File: src/common/pmac_defs.svh
// Register offsets, field positions and reset values of the multiply-accumulate block
`ifndef PMAC_DEFS_SVH
`define PMAC_DEFS_SVH

`define PMAC_ADDR_W        8
`define PMAC_OFF_CTRL      8'h00
`define PMAC_OFF_STATUS    8'h04
`define PMAC_OFF_RES_LOW   8'h08
`define PMAC_OFF_RES_GUARD 8'h0C
`define PMAC_OFF_OPERANDS  8'h10

`define PMAC_CTRL_ENABLE   0
`define PMAC_CTRL_CLEAR    1
`define PMAC_CTRL_RESET    1'h1

`define PMAC_STAT_CNT_LSB  0
`define PMAC_STAT_CNT_MSB  15
`define PMAC_STAT_CTL_LSB  16
`define PMAC_STAT_CTL_MSB  19

`define PMAC_OPND_X_LSB    0
`define PMAC_OPND_Y_LSB    16

`define PMAC_GUARD_MSB     34
`define PMAC_GUARD_LSB     32
`define PMAC_HIGH_MSB      31
`define PMAC_HIGH_LSB      16
`define PMAC_LOW_MSB       15
`define PMAC_LOW_LSB       0
`define PMAC_ROUND_BIT     15

`endif

File: src/common/pmac_pkg.sv
// Types shared by the multiply-accumulate block
package pmac_pkg;

  // Control bits captured with the operands
  typedef struct packed {
    logic running_sum_enable;
    logic subtract_select;
    logic twos_complement_select;
    logic round_up_enable;
  } pmac_ctrl_type;

  // Output register split into its three words
  typedef struct packed {
    logic [2:0]  guard_product_bits;
    logic [15:0] high_product_word;
    logic [15:0] low_product_word;
  } pmac_result_type;

endpackage

File: src/logic/pmac_pin_sync.sv
// Two-stage pin synchroniser with rising-edge detection
`timescale 1ns/1ps
module pmac_pin_sync #(
  parameter int WIDTH = 1
) (
  input  wire logic             pclk,
  input  wire logic             presetn,
  input  wire logic [WIDTH-1:0] pin_in,
  output logic      [WIDTH-1:0] level_out,
  output logic      [WIDTH-1:0] rise_out
);

  logic [WIDTH-1:0] meta_q;
  logic [WIDTH-1:0] sync_q;
  logic [WIDTH-1:0] prev_q;

  // First stage feeds only the second stage
  genvar i;
  generate
    for (i = 0; i < WIDTH; i++) begin : g_bit
      always_ff @(posedge pclk or negedge presetn) begin
        if (!presetn) begin
          meta_q[i] <= 1'b0;
          sync_q[i] <= 1'b0;
          prev_q[i] <= 1'b0;
        end else begin
          meta_q[i] <= pin_in[i];
          sync_q[i] <= meta_q[i];
          prev_q[i] <= sync_q[i];
        end
      end
      // Rising edge seen on the settled copy only
      assign rise_out[i] = sync_q[i] & ~prev_q[i];
    end
  endgenerate

  assign level_out = sync_q;

endmodule

File: src/logic/pmac_top.sv
// 16x16 multiply-accumulate datapath with pin interface and APB status window
`timescale 1ns/1ps
`include "pmac_defs.svh"

// Summary of operation
// - First operand is captured on each rising edge of its operand clock.
// - Second operand is captured from the shared pins on its clock's rising edge.
// - Shared pins carry second operand in and low product out, one driver at once.
// - Low product word appears on shared pins after the product clock loads it.
// - High product word output updates after each product clock rising edge.
// - Accumulate high adds stored result to product or subtracts it from product; low stores the product alone.
// - Accumulate control is sampled on either operand clock's rising edge.
// - Accumulate with subtract stores product minus stored result at next product edge.
// - Accumulate without subtract stores product plus stored result.
// - Subtract control is registered on either operand clock's rising edge.
// - Subtract control has no effect while accumulate is low.
// - Operands are signed or unsigned per the registered representation control.
// - Multiply-only guard bits hold the product sign, or zero when unsigned.
// - Rounding control rounds high and guard words upward.
// - Accumulated result is rounded back to single precision plus guard bits.
// - Guard, high and low words have separate output disables, synchronised and registered on pclk.
// - Operand registers load only on rising edges of their clocks.
// - Representation high means two's complement, low means unsigned.
// - Rounding adds one at the top bit of the low product word.
// - A word's drivers are off while its disable is high, on while low.
// - Output register is 35 bits: guard 34..32, high 31..16, low 15..0.
module pmac_top
  import pmac_pkg::*;
#(
  parameter int OPND_W = 16,
  parameter int CNT_W  = 16
) (
  input  wire logic                    pclk,
  input  wire logic                    presetn,
  // APB slave
  input  wire logic                    psel,
  input  wire logic                    penable,
  input  wire logic                    pwrite,
  input  wire logic [`PMAC_ADDR_W-1:0] paddr,
  input  wire logic [31:0]             pwdata,
  output logic      [31:0]             prdata,
  output logic                         pready,
  output logic                         pslverr,
  // Operand pins
  input  wire logic [OPND_W-1:0]       first_operand,
  input  wire logic                    first_operand_clock,
  input  wire logic                    second_operand_clock,
  input  wire logic                    product_clock,
  input  wire logic                    running_sum_enable,
  input  wire logic                    subtract_select,
  input  wire logic                    twos_complement_select,
  input  wire logic                    round_up_enable,
  input  wire logic                    guard_out_disable,
  input  wire logic                    high_word_out_disable,
  input  wire logic                    low_word_out_disable,
  // Shared second operand / low product pins
  input  wire logic [OPND_W-1:0]       shared_in,
  output logic      [OPND_W-1:0]       shared_out,
  output logic                         shared_oe,
  // Product outputs
  output logic      [OPND_W-1:0]       high_product_word,
  output logic                         high_word_oe,
  output logic      [2:0]              guard_product_bits,
  output logic                         guard_oe
);

  localparam int PROD_W = 2 * OPND_W + 3;
  localparam int SYNC_W = 2 * OPND_W + 10;

  // Pin synchronisers: all pins pass together so data and clocks stay aligned
  logic [SYNC_W-1:0] pins_raw;
  logic [SYNC_W-1:0] pins_lvl;
  logic [SYNC_W-1:0] pins_rise;

  assign pins_raw = {first_operand, shared_in,
                     first_operand_clock, second_operand_clock, product_clock,
                     running_sum_enable, subtract_select,
                     twos_complement_select, round_up_enable,
                     guard_out_disable, high_word_out_disable, low_word_out_disable};

  pmac_pin_sync #(
    .WIDTH (SYNC_W)
  ) u_sync (
    .pclk      (pclk),
    .presetn   (presetn),
    .pin_in    (pins_raw),
    .level_out (pins_lvl),
    .rise_out  (pins_rise)
  );

  logic [OPND_W-1:0] x_pin;
  logic [OPND_W-1:0] y_pin;
  logic              x_rise;
  logic              y_rise;
  logic              p_rise;
  pmac_ctrl_type     ctrl_pin;
  logic              guard_dis;
  logic              high_dis;
  logic              low_dis;

  // Unpack synchronised pins; only rising edges are used as load events
  assign x_pin     = pins_lvl[SYNC_W-1 -: OPND_W];
  assign y_pin     = pins_lvl[SYNC_W-OPND_W-1 -: OPND_W];
  assign x_rise    = pins_rise[9];
  assign y_rise    = pins_rise[8];
  assign p_rise    = pins_rise[7];
  assign ctrl_pin  = pins_lvl[6:3];
  assign guard_dis = pins_lvl[2];
  assign high_dis  = pins_lvl[1];
  assign low_dis   = pins_lvl[0];

  // Software control state
  logic              enable_q;
  logic              clear_q;
  logic [CNT_W-1:0]  load_count_q;

  // Operand and control registers
  logic [OPND_W-1:0] x_q;
  logic [OPND_W-1:0] y_q;
  pmac_ctrl_type     ctrl_q;
  pmac_result_type   result_q;
  pmac_result_type   result_d;

  // First operand register
  always_ff @(posedge pclk or negedge presetn) begin
    if (!presetn) begin
      x_q <= 16'h0000;
    end else if (enable_q && x_rise) begin
      x_q <= x_pin;
    end
  end

  // Second operand register, taken from the shared pins
  always_ff @(posedge pclk or negedge presetn) begin
    if (!presetn) begin
      y_q <= 16'h0000;
    end else if (enable_q && y_rise) begin
      y_q <= y_pin;
    end
  end

  // Controls ride with whichever operand clock rises
  always_ff @(posedge pclk or negedge presetn) begin
    if (!presetn) begin
      ctrl_q <= '0;
    end else if (enable_q && (x_rise || y_rise)) begin
      ctrl_q <= ctrl_pin;
    end
  end

  // Datapath: extend each operand by one bit so signed and unsigned share one multiplier
  logic signed [OPND_W:0]   x_ext;
  logic signed [OPND_W:0]   y_ext;
  logic signed [PROD_W-1:0] product;
  logic signed [PROD_W-1:0] stored;
  logic signed [PROD_W-1:0] combined;
  logic signed [PROD_W-1:0] round_term;

  always_comb begin
    x_ext = {ctrl_q.twos_complement_select & x_q[OPND_W-1], x_q};
    y_ext = {ctrl_q.twos_complement_select & y_q[OPND_W-1], y_q};
  end

  // Sign-extended product fills guard bits with sign, or zero when unsigned
  // Widen before multiplying so the full product survives in every tool
  assign product = PROD_W'(x_ext) * PROD_W'(y_ext);
  assign stored  = result_q;

  // Accumulate, add or subtract; subtract is ignored without accumulate
  always_comb begin
    if (!ctrl_q.running_sum_enable) begin
      combined = product;
    end else if (ctrl_q.subtract_select) begin
      combined = product - stored;
    end else begin
      combined = product + stored;
    end
  end

  // Rounding adds one at the top of the low word, in both modes
  assign round_term = ctrl_q.round_up_enable ?
                      (PROD_W'(1) <<< `PMAC_ROUND_BIT) : '0;
  assign result_d   = combined + round_term;

  // Output register: product edge wins over a software clear in the same cycle
  always_ff @(posedge pclk or negedge presetn) begin
    if (!presetn) begin
      result_q <= '0;
    end else if (enable_q && p_rise) begin
      result_q <= result_d;
    end else if (clear_q) begin
      result_q <= '0;
    end
  end

  // Count product loads for software visibility
  always_ff @(posedge pclk or negedge presetn) begin
    if (!presetn) begin
      load_count_q <= '0;
    end else if (enable_q && p_rise) begin
      load_count_q <= load_count_q + CNT_W'(1);
    end
  end

  // Output words come straight from the result register
  always_comb begin
    shared_out         = result_q.low_product_word;
    high_product_word  = result_q.high_product_word;
    guard_product_bits = result_q.guard_product_bits;
  end

  // Drive enables follow the disable pins, not gated by any clock edge.
  // One flop keeps outputs registered; the pin still has no load semantics.
  always_ff @(posedge pclk or negedge presetn) begin
    if (!presetn) begin
      shared_oe    <= 1'b0;
      high_word_oe <= 1'b0;
      guard_oe     <= 1'b0;
    end else begin
      shared_oe    <= ~low_dis;
      high_word_oe <= ~high_dis;
      guard_oe     <= ~guard_dis;
    end
  end

  // APB decode: zero wait state, answer prepared in the setup cycle
  logic        setup_phase;
  logic        write_fire;
  logic        addr_ok;
  logic [31:0] read_mux;

  assign setup_phase = psel & ~penable;
  assign write_fire  = psel & penable & pready & pwrite;

  always_comb begin
    addr_ok  = 1'b1;
    read_mux = 32'h0000_0000;
    unique case (paddr)
      `PMAC_OFF_CTRL: begin
        read_mux[`PMAC_CTRL_ENABLE] = enable_q;
      end
      `PMAC_OFF_STATUS: begin
        read_mux[`PMAC_STAT_CNT_MSB:`PMAC_STAT_CNT_LSB] = load_count_q;
        read_mux[`PMAC_STAT_CTL_MSB:`PMAC_STAT_CTL_LSB] = ctrl_q;
      end
      `PMAC_OFF_RES_LOW: begin
        read_mux = result_q[`PMAC_HIGH_MSB:`PMAC_LOW_LSB];
      end
      `PMAC_OFF_RES_GUARD: begin
        read_mux[2:0] = result_q[`PMAC_GUARD_MSB:`PMAC_GUARD_LSB];
      end
      `PMAC_OFF_OPERANDS: begin
        read_mux[`PMAC_OPND_X_LSB +: OPND_W] = x_q;
        read_mux[`PMAC_OPND_Y_LSB +: OPND_W] = y_q;
      end
      default: begin
        addr_ok = 1'b0;
      end
    endcase
  end

  // Bus answer registers: pready rises for exactly the access cycle
  always_ff @(posedge pclk or negedge presetn) begin
    if (!presetn) begin
      pready  <= 1'b0;
      pslverr <= 1'b0;
      prdata  <= 32'h0000_0000;
    end else begin
      pready  <= setup_phase;
      pslverr <= setup_phase & ~addr_ok;
      if (setup_phase && !pwrite) begin
        prdata <= read_mux;
      end
    end
  end

  // Control register; clear is a one-cycle pulse from a written one
  always_ff @(posedge pclk or negedge presetn) begin
    if (!presetn) begin
      enable_q <= `PMAC_CTRL_RESET;
      clear_q  <= 1'b0;
    end else begin
      clear_q <= 1'b0;
      if (write_fire && paddr == `PMAC_OFF_CTRL) begin
        enable_q <= pwdata[`PMAC_CTRL_ENABLE];
        clear_q  <= pwdata[`PMAC_CTRL_CLEAR];
      end
    end
  end

endmodule

File: config.mk
export PLATFORM = sky130hd
export DESIGN_NAME = pmac_top
export DESIGN_NICKNAME = d
export VERILOG_FILES = /design/src/common/pmac_pkg.sv /design/src/logic/pmac_pin_sync.sv /design/src/logic/pmac_top.sv
export VERILOG_INCLUDE_DIRS = /design/src /design/src/common
export SDC_FILE = /design/constraint.sdc
export NUM_CORES = 1
export LEC_CHECK = 0
export BUFFER_PORTS_ARGS = -buffer_cell sky130_fd_sc_hd__buf_2
export CORE_MARGIN = 1.5
export CORE_UTILIZATION = 55
export DETAILED_ROUTE_END_ITERATION = 8
export PLACE_DENSITY = 0.74
export SYNTH_ARGS = -nofsm -noshare
export SYNTH_HDL_FRONTEND = slang
export SYNTH_SLANG_ARGS = --single-unit
File: constraint.sdc
create_clock -name pclk -period 26 [get_ports pclk]
set_input_delay 1.3 -clock pclk [delete_from_list [all_inputs] [get_ports pclk]]
set_output_delay 1.3 -clock pclk [all_outputs]
set_load 0.005 [all_outputs]
==> out/metrics.csv, run 1 <==
stage,metric,value,unit
run_status,status,"complete, no violations",
timing,finalHoldViolations,0,
final_layout,synthToLayoutAreaGrowth,7.83,%
power_and_ir_drop,p_sw,0.000191,W
clock_tree,clock_latency,550,ps
synth,ys_types,79,
routing,drt_first_pass_iters,8,
global_route,gr-total-overflow,0,
routing,detail_route.wl_per_cell,19.1,um
clock_tree,cts_sinks,213,
synth,synth_nets,2837,
routing,antenna_left,0,
global_route,grtUsageTotal,0.280,
floorplanning,ios,159,
placed_design,pre_cts_ws,15460,ps
timing,tightestPinTransition,1080,ps
synth,synth_flop_cell,dfrtp_1,
global_route,antenna_found_initial,1,
synth,postSynthCellCount,2332,
power_and_ir_drop,switching_share,0.256,
power_and_ir_drop,power.internal,0.000554,W
power_and_ir_drop,power_frac_clock,0.437,
routing,via_per_inst,5.74,
routing,vias,16800,
power_and_ir_drop,vdd_drop_max,0.0488,mV
clock_tree,hold_buffers,0,
placed_design,port_buffers,128,
synth,ys_seq_area_frac,0.241,
final_layout,final_area,0.0238,mm2
power_and_ir_drop,p_seq_frac,0.468,
worst_setup_path,crit_path_end_kind,flip-flop,
timing,finalWorstSetupSlack,15440,ps
placed_design,dp_hpwl,44200,um
clock_tree,clkTransAtPathRegs,60,ps
timing,clock_skew,33.0,ps
routing,wirelength,55900,um
clock_tree,root_buffer,clkbuf_16,
worst_setup_path,critPathMaxFanout,20,
floorplanning,std_cell_rows,73,
worst_hold_path,hold_start,u_sync.meta_q[8],
floorplanning,start_util,0.557,
worst_setup_path,cp-startpoint,y_q[15],
timing,period_minus_slack,10560,ps
clock_tree,cts_tree,yes,
timing,rsz0062_at_grt,false,
placed_design,place_area,0.0231,mm2
global_route,grt_first_pass_wirelength,91200,um
worst_setup_path,max_stage_delay,580,ps
power_and_ir_drop,pwr-share-comb,0.095,
final_layout,num-fill-cells,3360,
clock_tree,cts_resized,0,
clock_tree,cts_max_level,1,
synth,synth-seq-cells,213,
worst_setup_path,critPathKind,reg -> reg,
worst_setup_path,worst_path_most_repeated_cell,fa_1,
final_layout,finalNetCount,2886,
placed_design,gp_congestion,0.939,
clock_tree,clk_path_buf_depth,3,
timing,finalMaxSlewViolations,0,
timing,setup_viol,0,
timing,setup_tns,0,ps
timing,fin_crit_sh,0.406,
timing,fmax,0.0947,GHz
synth,synth_area,0.0221,mm2
routing,drt_iter0_markers,1215,
clock_tree,cts_setup_buffers,0,
worst_setup_path,critPathArrivalTime,10990,ps
synth,synth_area_per_cell,9.47,um2
floorplanning,dieArea,0.0414,mm2
clock_tree,cts_made_buffers,23,
floorplanning,core-area,0.0396,mm2
timing,slew_headroom,0.279,
synth,ys_warn_count,0,
job,max-cap-violations,0,
synth,synthArstFlopShare,1.00,
worst_setup_path,cp_slowest_cell,nand2_1,
power_and_ir_drop,p_leak,11.8,nW
final_layout,layout-drive-gt1-share,0.106,
worst_setup_path,required,26430,ps
global_route,grt_pass1_vias,17200,
routing,drc_errors,0,
global_route,grt_start_max_net_pins,114,
synth,synth_edf_count,0,
floorplanning,die_h,203,um
worst_setup_path,startpoint_type,flip-flop,
worst_hold_path,hold_class,reg -> reg,
power_and_ir_drop,p_per_area,31.3,mW/mm2
worst_setup_path,r2r-start,y_q[15],
floorplanning,die_w,203,um
[synthesized netlist by cell type, drive strengths merged, types with 14 or more instances]
master,instances,area share
a211oi,15,0.0051
a21o,18,0.0061
a21oi,98,0.022
a222oi,19,0.0086
and2,139,0.039
and3,22,0.0065
clkbuf,112,0.019
dfrtp,212,0.24
fa,297,0.27
ha,121,0.069
inv,357,0.061
mux2,44,0.022
mux2i,15,0.0068
nand2,253,0.043
nand2b,17,0.0048
nand3,35,0.0079
nand4,14,0.0040
nor2,97,0.016
nor3,26,0.0059
o21ai,105,0.024
xnor2,101,0.040
xor2,21,0.0083
[cell type report]
cell class / count / area, um2 / share of cell area
inverters: 357 / 1340 / 0.0563
well taps: 525 / 657 / 0.0276
repair buffers: 145 / 778 / 0.0327
clock buffers: 31 / 646 / 0.0271
clock inverters: 11 / 98.8 / 0.00415
diodes: 2 / 5.00 / 0.000210
flip-flops and latches: 213 / 5330 / 0.224
multi-input cells: 1641 / 15000 / 0.628
[worst paths after layout]
path | end | slack [ps] | cells past startpoint
min in group asynchronous | y_q[5] | 840 | 1
worst max-delay path | guard_product_bits[2] | 15440 | 32
max in group asynchronous | high_product_word[10] | 23250 | 3
worst max register to register | guard_product_bits[2] | 15440 | 32
worst min-delay path | u_sync.level_out[8] | 340 | 0
worst min register to register | u_sync.level_out[8] | 340 | 0
[logic make-up (layout without fill, tap and decap cells)]
kind of cell | count (synthesis) | after routing | synth area share
other | 0 | 2 | 0
xor gates and xnor gates | 122 | 122 | 0.0484
AOI/OAI and AO/OA | 370 | 370 | 0.109
adders and majority gates | 419 | 419 | 0.338
DFF | 213 | 213 | 0.241
and+or+nand+nor | 670 | 670 | 0.151
muxes | 60 | 60 | 0.0303
buffers and inverters | 478 | 544 | 0.0817
[layout by cell type, fill, tap and decap left out, types with 7 or more instances in the layout]
| cell type | instances |
|---|---|
| dfrtp_1 | 212 |
| nand3_1 | 35 |
| nand2b_1 | 17 |
| clkbuf_16 | 23 |
| buf_4 | 17 |
| and3_1 | 21 |
| nand3b_1 | 13 |
| or3_1 | 12 |
| a21oi_1 | 98 |
| nand4_1 | 14 |
| fa_1 | 297 |
| a21o_1 | 18 |
| o21ai_0 | 100 |
| nor2b_1 | 7 |
| xor2_1 | 21 |
| o21bai_1 | 9 |
| o211ai_1 | 12 |
| a211oi_1 | 15 |
| and2_1 | 139 |
| mux2i_1 | 15 |
| a222oi_1 | 19 |
| or2_2 | 9 |
| mux2_2 | 44 |
| xnor2_1 | 101 |
| a22oi_1 | 12 |
| nand2_1 | 253 |
| a31oi_1 | 13 |
| nor3_1 | 26 |
| o22ai_1 | 7 |
| buf_2 | 127 |
| o21a_1 | 8 |
| nor2_1 | 96 |
| ha_1 | 121 |
| inv_1 | 357 |
[through the flow]
stage	hold slack [ps]	util	total power, W	std cells
finish	343	0.601	0.000745	2925
floorplan	331	-	0.000396	2332
detailed placement	335	0.582	0.000424	2881
CTS	346	0.600	0.000751	2923
global placement	332	0.582	0.000423	2881
global route	352	0.600	0.000771	2923
[flip-flops by register name, indices dropped and copies added (netlist names), 4 cells and up]
signal             cells
u_sync.level_out      42
u_sync.meta_q         42
prdata                32
high_product_word     16
load_count_q          16
shared_out            16
x_q                   16
y_q                   16
ctrl_q                 4
[power groups by stage]
stage               clock network, W  registers (W)   logic, W
floorplan                          0       0.000348  0.0000477
global placement                   0       0.000354  0.0000689
detailed placement                 0       0.000354  0.0000702
CTS                         0.000332       0.000348  0.0000708
global route                0.000344       0.000349  0.0000781
finish                      0.000326       0.000348  0.0000710
[worst max-delay path, delay by kind of cell (launching register included)]
family	cells	cell delay, ps
flip-flops	1	330
AND/OR/NAND/NOR	7	2450
buffers and inverters	5	640
adder cells (fa/ha/maj)	8	3920
XOR/XNOR	1	370
multiplexers	1	240
AO/OA/AOI/OAI	10	2490
[metal layers]
metal  part of all wire  vias to the layer above  global-route usage
met3              0.071                       97              0.0423
met5                  0                        -                   0
met2               0.47                      604               0.444
met4              0.026                        0              0.0836
met1               0.44                     8464               0.400
li1                   -                     7629                   -
Note: power is estimated with default switching activity, not from simulation.
==> run 2, diff against run 1 <==
Settings changed: PLACE_DENSITY 0.74 to 0.77.
Clock period 26 ns to 8.7 ns, I/O delays scaled along.
==> out/metrics.csv, run 2 (synthesized netlist as in run 1, its figures left out) <==
stage,metric,value,unit,change
clock_tree,root_buffer,clkbuf_16,,
power_and_ir_drop,p_leak,13.7,nW,+16%
worst_setup_path,required,9150,ps,"-17,280 ps"
final_layout,n_antenna_cell,0,,-2
floorplanning,std_cell_rows,73,,unchanged
global_route,antenna_found_initial,2,,+1
floorplanning,die_w,203,um,unchanged
routing,drc_errors,0,,unchanged
worst_setup_path,cp_slowest_cell,fa_1,,
timing,period_minus_slack,8770,ps,-1790 ps
worst_setup_path,critPathKind,reg -> reg,,
placed_design,gp_congestion,0.969,,+3.2%
routing,detail_route.wl_per_cell,20.2,um,+5.9%
final_layout,final_cells,3261,,+11%
worst_hold_path,min_to,clear_q,,
timing,fmax,0.114,GHz,+20%
power_and_ir_drop,power.internal,0.00191,W,+240%
clock_tree,clk_path_buf_depth,3,,unchanged
clock_tree,cts_max_level,1,,unchanged
final_layout,layout-drive-gt1-share,0.253,,+0.147
worst_setup_path,max_stage_delay,550,ps,-30 ps
worst_setup_path,r2r-end,guard_product_bits[2],,
job,max-cap-violations,0,,unchanged
timing,clock_skew,20.6,ps,-12.3 ps
worst_hold_path,hold_class,in -> reg,,
placed_design,place_area,0.0251,mm2,+8.7%
clock_tree,cts_tree,yes,,
timing,rsz0062_at_grt,true,,
routing,drt_iter0_markers,1594,,+31%
power_and_ir_drop,p_sw,0.000674,W,+250%
global_route,grtUsageTotal,0.322,,+0.0416
routing,antenna_left,0,,unchanged
routing,via_per_inst,5.74,,about the same
worst_setup_path,critPathMaxFanout,5,,-75%
clock_tree,cts_made_buffers,26,,+13%
timing,finalMaxSlewViolations,0,,unchanged
final_layout,layout_common_cells,"347 x inv_1, 292 x fa_1, 284 x buf_4, 250 x nand2_1, 197 x dfrtp_1",,
placed_design,dp_hpwl,50400,um,+14%
timing,finalHoldViolations,0,,unchanged
timing,setup_viol,2,,+2
final_layout,layout_commonest_cell,inv_1,,
floorplanning,die_h,203,um,unchanged
clock_tree,cts_sinks,213,,unchanged
run_status,status,finished with violations,,
final_layout,multi_input_area,0.0158,mm2,+5.7%
power_and_ir_drop,power,0.00259,W,+250%
worst_setup_path,worst_path_most_repeated_cell,fa_1,,
worst_setup_path,r2r-start,y_q[6],,
floorplanning,dieArea,0.0414,mm2,unchanged
timing,slew_headroom,0.353,,+0.0741
routing,vias,18700,,+11%
final_layout,ff_latch_area,0.00535,mm2,+0.35%
global_route,grt_first_pass_wirelength,104000,um,+14%
clock_tree,clkTransAtPathRegs,60,ps,about the same
placed_design,dp.cells,3128,,+8.6%
final_layout,num-fill-cells,2887,,-14%
worst_setup_path,r2r_slack,-70,ps,"-15,510 ps"
final_layout,synthToLayoutAreaGrowth,24.9,%,
power_and_ir_drop,power_frac_clock,0.465,,+0.028
global_route,grt_pass1_vias,19300,,+12%
routing,drt_first_pass_iters,7,,-1
global_route,gr-total-overflow,0,,unchanged
timing,tightestPinTransition,970,ps,-109 ps
power_and_ir_drop,p_seq_frac,0.400,,-0.068
floorplanning,ios,159,,unchanged
power_and_ir_drop,pwr-share-comb,0.135,,+0.040
timing,fin_crit_sh,1.01,,+0.602
floorplanning,core-area,0.0396,mm2,unchanged
worst_setup_path,r2r_cells,35,,+9.4%
worst_setup_path,crit_path_end_kind,flip-flop,,
clock_tree,clock_latency,570,ps,+20 ps
placed_design,pre_cts_ws,-314,ps,"-15,780 ps"
routing,wirelength,66000,um,+18%
power_and_ir_drop,switching_share,0.261,,+0.00438
worst_hold_path,min_path_cells,3,,+3
global_route,grt_start_max_net_pins,83,,-27%
worst_hold_path,hold_start,pwdata[1],,
final_layout,finalNetCount,3221,,+12%
power_and_ir_drop,p_per_area,93.8,mW/mm2,+200%
worst_setup_path,startpoint_type,flip-flop,,
placed_design,port_buffers,128,,unchanged
floorplanning,start_util,0.557,,unchanged
timing,finalWorstSetupSlack,-67.7,ps,"-15,510 ps"
worst_setup_path,critPathArrivalTime,9220,ps,-1770 ps
power_and_ir_drop,vdd_drop_max,0.159,mV,+230%
final_layout,final_area,0.0276,mm2,+16%
run_status,violations,negative setup slack,,
run 2: changes by cell type in the layout (fill, tap and decap cells not counted), sizes merged:
cell | previous run | this run
buf | 145 | 434
dlygate4sd3 | 0 | 43
bufinv | 1 | 4
clkbuf | 31 | 33
diode | 2 | 0
inv | 359 | 361
clkinv | 6 | 5
run 2: routing by layer:
layer  vias to the layer above  wire, um  global-route usage
met1                      9408     26500               0.436
li1                       8286         -                   -
met2                       832     31300               0.520
met4                         2      2790               0.110
met3                       197      5370              0.0615
met5                         -        13                   0
run 2: how the worst max path moves through the flow:
stage / depth (start not counted) / endpoint / start / slack (ps)
floorplan: 35 / guard_product_bits[2] / y_q[5] / 10
global placement: 33 / guard_product_bits[2] / y_q[6] / -220
detailed placement: 33 / guard_product_bits[2] / y_q[6] / -310
CTS: 38 / guard_product_bits[2] / y_q[8] / -10
global route: 35 / guard_product_bits[2] / x_q[6] / -360
finish: 35 / guard_product_bits[2] / y_q[6] / -70
run 2: stage by stage:
stage	setup TNS, ps	hold WS, ps	utilization
floorplan	0	139	-
global placement	-873	333	0.632
detailed placement	-1410	335	0.632
CTS	-13.3	87.6	0.681
global route	-1060	100	0.696
finish	-78.3	102	0.696
run 2: cell type report:
class / instances / area share
sequential: 213 / 0.194
timing repair buffer: 477 / 0.126
multi-input combinational: 1641 / 0.573
clock buffer: 33 / 0.0264
clock inverter: 15 / 0.00794
tap: 525 / 0.0238
inverter: 357 / 0.0486
run 2: worst max-delay path, delay by kind of cell (launching register included):
family          cells  cell delay [ps]
fa+ha+maj           8             3570
compound gates     13             2750
flops               1              450
simple gates        6             1050
buf+inv             7              650
xor+xnor            1              150
run 2: power by group through the flow:
| stage | clock (W) | sequential, W | combinational, W |
|---|---|---|---|
| global route | 0.00125 | 0.00103 | 0.000374 |
| floorplan | 0 | 0.00104 | 0.000152 |
| detailed placement | 0 | 0.00105 | 0.000289 |
| global placement | 0 | 0.00105 | 0.000284 |
| CTS | 0.00122 | 0.00103 | 0.000322 |
| finish | 0.00120 | 0.00103 | 0.000350 |
run 2: repair_timing:
| action | CTS | global route |
|---|---|---|
| setup buffers | 24 | 18 |
| hold buffers | 43 | 0 |
| hold endpoints to repair | 123 | 0 |
| gates resized for setup | 82 | 102 |
| setup endpoints to repair | 10 | 15 |
| pin swaps | 69 | 62 |
